### config.mk
export PLATFORM = sky130hd
export DESIGN_NAME = presettable_up_down_counter
export DESIGN_NICKNAME = d
export VERILOG_FILES = /design/src/rtl/count_step_logic.v /design/src/rtl/presettable_up_down_counter.v
export VERILOG_INCLUDE_DIRS = /design/src /design/src/rtl
export SDC_FILE = /design/constraint.sdc
export NUM_CORES = 1
export LEC_CHECK = 0
export ABC_CLOCK_PERIOD_IN_PS = 4940
export BUFFER_PORTS_ARGS = -buffer_cell sky130_fd_sc_hd__clkbuf_2
export CAP_MARGIN = 20
export CORE_UTILIZATION = 57
export CTS_BUF_LIST = sky130_fd_sc_hd__clkbuf_4 sky130_fd_sc_hd__clkbuf_8
export DETAILED_ROUTE_END_ITERATION = 10
export PLACE_DENSITY = 0.93
export SETUP_SLACK_MARGIN = 0.05
export SKIP_LAST_GASP = 1
export SLEW_MARGIN = 20
export SYNTH_ARGS = -nofsm -noshare
export SYNTH_HDL_FRONTEND = slang
export SYNTH_SLANG_ARGS = --single-unit
export TNS_END_PERCENT = 30
### constraint.sdc
create_clock -name clk -period 4.94 [get_ports clk]
set_input_delay 0.247 -clock clk [delete_from_list [all_inputs] [get_ports clk]]
set_output_delay 0.247 -clock clk [all_outputs]
set_load 0.01 [all_outputs]
### src/rtl/updown_counter_defs.vh
// Purpose: Shared constants for the presettable up/down counter
// Assumes: 32-bit Avalon-MM word registers at byte addresses
// Notes: Included by bare name; definitions only
`ifndef UPDOWN_COUNTER_DEFS_VH
`define UPDOWN_COUNTER_DEFS_VH

// Register byte offsets
`define REG_CTRL 4'h0
`define REG_JAM 4'h4
`define REG_STATUS 4'h8
`define REG_EVENTS 4'hc

// Address width of the register window
`define ADDR_W 4

// Control register fields
`define CTRL_BINARY 0
`define CTRL_UP 1
`define CTRL_PRESET 2
`define CTRL_STEP 3

// Status register fields
`define STAT_COUNT_LO 0
`define STAT_COUNT_HI 3
`define STAT_TC_N 4
`define STAT_CE_N 5
`define STAT_PRESET 6

// Event register fields
`define EV_WRAP 0
`define EV_TOTAL_LO 8

// Reset values
`define CTRL_RESET 4'h3
`define JAM_RESET 4'h0
`define COUNT_RESET 4'h0

// Count limits
`define BIN_MAX 4'hf
`define DEC_MAX 4'h9
`define COUNT_MIN 4'h0
`define COUNT_ONE 4'h1

`endif

### src/rtl/count_step_logic.v
// Purpose: Next count value and look-ahead limit detect for one stage
// Assumes: Purely combinational; the caller holds the count state
// Notes: Decade states above nine fold back into range on the next step
`timescale 1ns/1ps
`default_nettype none
`include "updown_counter_defs.vh"

module count_step_logic
(
    // Current state
    input wire [3:0] count,
    // Mode
    input wire binary_mode,
    input wire count_up,
    // Results
    output reg [3:0] stepped,
    output reg at_limit
);

    reg [3:0] max_count;

    always @*
    begin
        max_count = binary_mode ? `BIN_MAX : `DEC_MAX;
        stepped = count;
        at_limit = 1'b0;
        if (count_up)
        begin
            // Any illegal decade state restarts at zero
            if (count >= max_count)
                stepped = `COUNT_MIN;
            else
                stepped = count + `COUNT_ONE;
            // Look-ahead decode straight from the state, no ripple
            at_limit = (count == max_count);
        end
        else
        begin
            if (count == `COUNT_MIN)
                stepped = max_count;
            else if (count > max_count)
                stepped = max_count;
            else
                stepped = count - `COUNT_ONE;
            at_limit = (count == `COUNT_MIN);
        end
    end

endmodule // count_step_logic

`default_nettype wire

### src/rtl/presettable_up_down_counter.v
// Purpose: Four-bit presettable binary/decade up/down counter with
//          Avalon-MM register access
// Assumes: count_clock and count_enable_n are synchronous to clk
// Notes: Preset and terminal count settle one clk after their inputs,
//        since every output is taken from a flip-flop
`timescale 1ns/1ps
`default_nettype none
`include "updown_counter_defs.vh"

// Overview of operation
// - Four-bit count state on four outputs
// - Preset enable loads jam value without count edge
// - Preset with all jam low clears count
// - Step once per edge when enables low
// - Hold count when enable high; track jam value while preset high
// - Terminal count low at limit, else high
// - Terminal count low only while enable low
// - Binary select high counts binary
// - Binary select low counts decade BCD
// - Direction high counts up, low down
// - Look-ahead terminal count in both modes
module presettable_up_down_counter
#(
    parameter WRAP_W = 16
)
(
    // Clock and reset
    input wire clk,
    input wire nrst,
    // Avalon-MM slave
    input wire [`ADDR_W-1:0] address,
    input wire read,
    input wire write,
    input wire [31:0] writedata,
    input wire [3:0] byteenable,
    output reg [31:0] readdata,
    output reg waitrequest,
    // Counting inputs
    input wire count_clock,
    input wire count_enable_n,
    // Counter outputs
    output reg [3:0] count_q,
    output reg terminal_count_n
);

    // Software state
    reg binary_mode;
    reg count_up;
    reg preset_load_enable;
    reg step_request;
    reg [3:0] jam_value;
    reg wrap_seen;
    reg [WRAP_W-1:0] wrap_total;

    // Pin history
    reg count_clock_prev;

    // Combinational helpers
    wire [3:0] stepped;
    wire at_limit;
    wire [3:0] next_stepped;
    wire next_at_limit;
    reg [3:0] next_count;
    reg next_terminal_count_n;
    reg advance;
    reg wrap_event;
    wire request;
    wire accept;
    wire do_write;
    wire do_read;
    wire low_lane;
    reg [31:0] next_readdata;

    // Bus qualifiers
    assign request = read | write;
    assign accept = request & ~waitrequest;
    assign do_write = write & ~waitrequest;
    assign do_read = read & waitrequest;
    assign low_lane = byteenable[0];

    function is_reg;
        input [`ADDR_W-1:0] addr;
        input [`ADDR_W-1:0] offset;
        begin
            is_reg = (addr == offset);
        end
    endfunction

    // Step logic for the present state
    count_step_logic u_step
    (
        .count(count_q),
        .binary_mode(binary_mode),
        .count_up(count_up),
        .stepped(stepped),
        .at_limit(at_limit)
    );

    // Look-ahead on the state about to be stored
    count_step_logic u_lookahead
    (
        .count(next_count),
        .binary_mode(binary_mode),
        .count_up(count_up),
        .stepped(next_stepped),
        .at_limit(next_at_limit)
    );

    // Advance decision: pin edge or software step
    always @*
    begin
        advance = 1'b0;
        if (((count_clock & ~count_clock_prev) | step_request)
            && !count_enable_n && !preset_load_enable)
            advance = 1'b1;
    end

    // Next count state
    always @*
    begin
        next_count = count_q;
        wrap_event = 1'b0;
        if (preset_load_enable)
        begin
            // Load wins over any edge; zero jam is the only clear
            next_count = jam_value;
        end
        else if (advance)
        begin
            next_count = stepped;
            wrap_event = at_limit;
        end
        else
        begin
            next_count = count_q;
        end
    end

    // Terminal count is decoded from the state about to be stored and registered with it
    always @*
    begin
        next_terminal_count_n = 1'b1;
        if (!count_enable_n && next_at_limit)
            next_terminal_count_n = 1'b0;
    end

    // Count state and its outputs
    always @(posedge clk or negedge nrst)
    begin
        if (!nrst)
        begin
            count_q <= `COUNT_RESET;
            terminal_count_n <= 1'b1;
            count_clock_prev <= 1'b0;
        end
        else
        begin
            count_q <= next_count;
            terminal_count_n <= next_terminal_count_n;
            count_clock_prev <= count_clock;
        end
    end

    // Bus handshake: one wait state, then the access completes
    always @(posedge clk or negedge nrst)
    begin
        if (!nrst)
        begin
            waitrequest <= 1'b1;
        end
        else
        begin
            if (request && waitrequest)
                waitrequest <= 1'b0;
            else
                waitrequest <= 1'b1;
        end
    end

    // Read mux, captured during the wait state
    always @*
    begin
        next_readdata = 32'h0000_0000;
        if (is_reg(address, `REG_CTRL))
        begin
            next_readdata[`CTRL_BINARY] = binary_mode;
            next_readdata[`CTRL_UP] = count_up;
            next_readdata[`CTRL_PRESET] = preset_load_enable;
        end
        else if (is_reg(address, `REG_JAM))
        begin
            next_readdata[3:0] = jam_value;
        end
        else if (is_reg(address, `REG_STATUS))
        begin
            next_readdata[`STAT_COUNT_HI:`STAT_COUNT_LO] = count_q;
            next_readdata[`STAT_TC_N] = terminal_count_n;
            next_readdata[`STAT_CE_N] = count_enable_n;
            next_readdata[`STAT_PRESET] = preset_load_enable;
        end
        else if (is_reg(address, `REG_EVENTS))
        begin
            next_readdata[`EV_WRAP] = wrap_seen;
            next_readdata[`EV_TOTAL_LO +: WRAP_W] = wrap_total;
        end
    end

    always @(posedge clk or negedge nrst)
    begin
        if (!nrst)
            readdata <= 32'h0000_0000;
        else if (do_read)
            readdata <= next_readdata;
        else if (!request)
            readdata <= 32'h0000_0000;
    end

    // Control and jam registers
    always @(posedge clk or negedge nrst)
    begin
        if (!nrst)
        begin
            binary_mode <= ((`CTRL_RESET >> `CTRL_BINARY) & 4'h1) != 4'h0;
            count_up <= 1'b1;
            preset_load_enable <= 1'b0;
            jam_value <= `JAM_RESET;
        end
        else if (do_write && low_lane)
        begin
            if (is_reg(address, `REG_CTRL))
            begin
                binary_mode <= writedata[`CTRL_BINARY];
                count_up <= writedata[`CTRL_UP];
                preset_load_enable <= writedata[`CTRL_PRESET];
            end
            else if (is_reg(address, `REG_JAM))
            begin
                jam_value <= writedata[3:0];
            end
        end
    end

    // Software step is a one-cycle pulse; it acts like a count edge
    always @(posedge clk or negedge nrst)
    begin
        if (!nrst)
            step_request <= 1'b0;
        else
            step_request <= do_write && low_lane && is_reg(address, `REG_CTRL)
                && writedata[`CTRL_STEP];
    end

    // Wrap events: sticky flag cleared by writing one, set beats clear
    always @(posedge clk or negedge nrst)
    begin
        if (!nrst)
        begin
            wrap_seen <= 1'b0;
            wrap_total <= {WRAP_W{1'b0}};
        end
        else
        begin
            if (wrap_event)
                wrap_seen <= 1'b1;
            else if (do_write && low_lane && is_reg(address, `REG_EVENTS)
                && writedata[`EV_WRAP])
                wrap_seen <= 1'b0;
            // The total simply rolls over; it is a diagnostic only
            if (wrap_event)
                wrap_total <= wrap_total + {{(WRAP_W-1){1'b0}}, 1'b1};
        end
    end

endmodule // presettable_up_down_counter

`default_nettype wire

==> run_results.csv <==
group,metric,value,unit
critical_path,critPathTopFamily,"simple AND/OR/NAND/NOR gates",
finish,final_common_cell,"dfrtp_1",
global_route,grt_max_degree,56,
clock_tree,cts_tree,"yes",
timing,setup_violations,0,
synthesis,synthTopCellsByArea,"dfrtp_1 (47%), a22o_1 (6.8%), dfstp_2 (3.9%), xnor2_1 (3.9%), mux2_2 (2.9%)",
synthesis,yosys_warnings,0,
synthesis,synth_edf_count,0,
critical_path,path_buf_inv,1,
min_path,holdCritPathClass,"primary input to async pin",
finish,stdcell_count,340,
finish,drive_above_1_share,26.04,%
timing,final-hold-violation-count,0,
synthesis,synth_top_area_share,47.20,%
global_route,grt_pass1_vias,1963,
global_route,grt.total_usage,24.75,%
routing,post-route-drc-count,4,
run_status,status,"complete, but fails checks",
finish,fin_util,68.22,%
routing,dr_total_vias,2094,
synthesis,synth_ff_type,"dfrtp_1",
clock_tree,cts_buffer_depth,2,
die,dieArea,5023,um^2
power_and_ir_drop,p_leak,0.001442,uW
clock_tree,cts-root-buf,"clkbuf_8",
critical_path,crit_start,"binary_mode$_DFFE_PN1P_",
timing,post-route-min-period,2864,ps
critical_path,rrSetupSlack,2080,ps
power_and_ir_drop,powerDensity,392.0,nW/um^2
power_and_ir_drop,ir_drop,0.0002284,V
clock_tree,cts_setup_buffers,0,
timing,finalSetupTns,0,ps
timing,skew,10.80,ps
critical_path,cp-endpoint,"wrap_total[14]$_DFFE_PN0P_",
critical_path,cp-end-kind,"register",
synthesis,syn_area_per_cell,11.13,um^2
placement,gp_congestion,0.8951,
synthesis,ys_types,52,
power_and_ir_drop,power.total,1189,uW
finish,area_growth,12.12,%
routing,first_pass_iters,8,
routing,antenna_left,0,
routing,drt-initial-drc-count,184,
run_status,failed_checks,"design-rule violations",
synthesis,async_flop_share,100.0,%
synthesis,yosysSeqAreaShare,51.09,%
placement,portBuffers,43,
clock_tree,ctsResizeCount,0,
critical_path,cp-start-kind,"register",
clock_tree,clk_pin_slew,100,ps
clock_tree,hold_buffers,0,
critical_path,slowest_stage,"dfstp_2",
timing,slew_headroom,29.26,%
critical_path,worstPathArrival,3090,ps
timing,period_share,57.98,%
critical_path,critPathRequiredTime,5170,ps
die,rows,24,
critical_path,timing.rr.end,"wrap_total[14]$_DFFE_PN0P_",
routing,wl,5740,um
global_route,overflow,0,
global_route,antenna_found_initial,0,
critical_path,max_stage_delay,600,ps
critical_path,path_max_fanout,7,
timing,fmax,0.3491,GHz
placement,dp_hpwl,4106,um
critical_path,crit_cells,9,
critical_path,r2r-start,"binary_mode$_DFFE_PN1P_",
clock_tree,clock_latency,320,ps
clock_tree,cts_buffers,5,
synthesis,yosysTopAreaCell,"dfrtp_1",
clock_tree,clkSinkCount,55,
critical_path,worstRegToRegCells,9,
critical_path,path_cells,"inv_1, ha_1, nand4_1, or2_4, a211oi_4, nand3_1, nor2_2, nand2_1, xnor2_1",
die,start_util,60.84,%
die,io_pins,84,
synthesis,netlist_area,2704,um^2
die,die_h,70.88,um
finish,diodes,0,
critical_path,critical_path_class,"register to register",
die,core_area,4444,um^2
timing,fin_hold_ws,27.89,ps
run,maxCapViolCount,0,
die,dieWidth,70.88,um
placement,dpl.cell_count,332,
timing,drv_slew,0,
routing,post_drt_via_cell_ratio,6.159,
finish,nNetsFinal,338,
finish,most-common-layout-cells,"dfrtp_1 (51), clkbuf_2 (43), nand2_1 (21), a22o_1 (21)",
timing,worst_pin_slew,1057,ps
synthesis,synthCells,243,
timing,rsz0062_at_grt,"no",
clock_tree,cts.htree.levels,2,
global_route,grt_pass1_wl,9542,um
synthesis,ys_ff_latch,55,
routing,post_drt_wl_per_cell,16.88,um
[area by class of cell]
cell class / instances / area (um^2)
inverter: 10 / 37.54
clock buffer: 6 / 76.32
clock inverter: 2 / 16.27
multi-input combinational: 170 / 1221
sequential: 55 / 1381
timing repair buffer: 45 / 234.0
tap: 52 / 65.06
fill: 319 / 1413
[power breakdown]
part / switching [uW] / internal, uW / total [uW] / leakage (uW)
clock: 152 / 108 / 259 / 0.0000452
sequential: 82.9 / 495 / 578 / 0.000736
combinational: 194 / 157 / 351 / 0.000660
total: 428 / 760 / 1190 / 0.00144
[worst min-delay path by stage]
stage,from,slack (ps),end,cells after the start
2_1_floorplan,nrst,-50,count_clock_prev$_DFF_PN0_,0
3_3_place_gp,count_clock,370,count_clock_prev$_DFF_PN0_,1
3_5_place_dp,count_clock,380,count_clock_prev$_DFF_PN0_,1
4_1_cts,count_clock,50,count_clock_prev$_DFF_PN0_,1
5_1_grt,count_clock,50,count_clock_prev$_DFF_PN0_,1
6_report,nrst,30,readdata[17]$_DFFE_PN0P_,2
[Yosys cell counts (all sizes together) (2+ instances only)]
library cell and instances:
dfrtp 51, a211oi 3, xnor2 12, nand2b 2, a21oi 7, nand3 12
a32o 2, nand4 4, buf 10, clkbuf 6, a41oi 2, and3 4
o21ai 8, mux2 7, o211ai 5, nor3 3, a21o 2, inv 10
nand2 21, nor2 8, ha 5, nor3b 2, o22ai 2, dfstp 4
xor2 4, nor2b 5, a22o 21
[cells by family (layout without fill, tap and decap cells)]
group | after synthesis | after routing | synth area share [%]
muxes | 9 | 9 | 4.119
DFF | 55 | 55 | 51.09
buffers and inverters | 26 | 63 | 4.998
xor gates and xnor gates | 16 | 16 | 5.183
AOI/OAI and AO/OA | 66 | 66 | 19.25
adders and majority gates | 5 | 5 | 2.314
and+or+nand+nor | 65 | 65 | 12.91
other | 1 | 9 | 0.1387
[per-stage QoR]
step	setup WS [ps]	area, um^2
final	2076	3032
after global routing	1868	3032
after CTS	2070	3032
after detailed placement	2172	2939
after global placement	2265	2928
after floorplan	2553	2734
[worst register-to-register path, stage by stage, from the launching register on]
cell and delay [ps]:
dfstp_2 600, inv_1 110, ha_1 400, nand4_1 180, or2_4 300, a211oi_4 480
nand3_1 210, nor2_2 210, nand2_1 120, xnor2_1 180
[flip-flops by register name (all words and copies together), names as in the netlist]
| register | count |
|---|---|
| terminal_count_n | 1 |
| count_q | 4 |
| wrap_total | 16 |
| binary_mode | 1 |
| wrap_seen | 1 |
| step_request | 1 |
| waitrequest | 1 |
| readdata | 23 |
| preset_load_enable | 1 |
| count_up | 1 |
| jam_value | 4 |
| count_clock_prev | 1 |
[metal layers]
metal	vias to the layer above	track usage [%]	wire, um
li1	966	-	-
met1	1021	35.25	2531
met5	-	0	0
met4	0	9.333	167
met2	92	37.71	2687
met3	15	5.271	354
(Power assumes the default switching activity.)
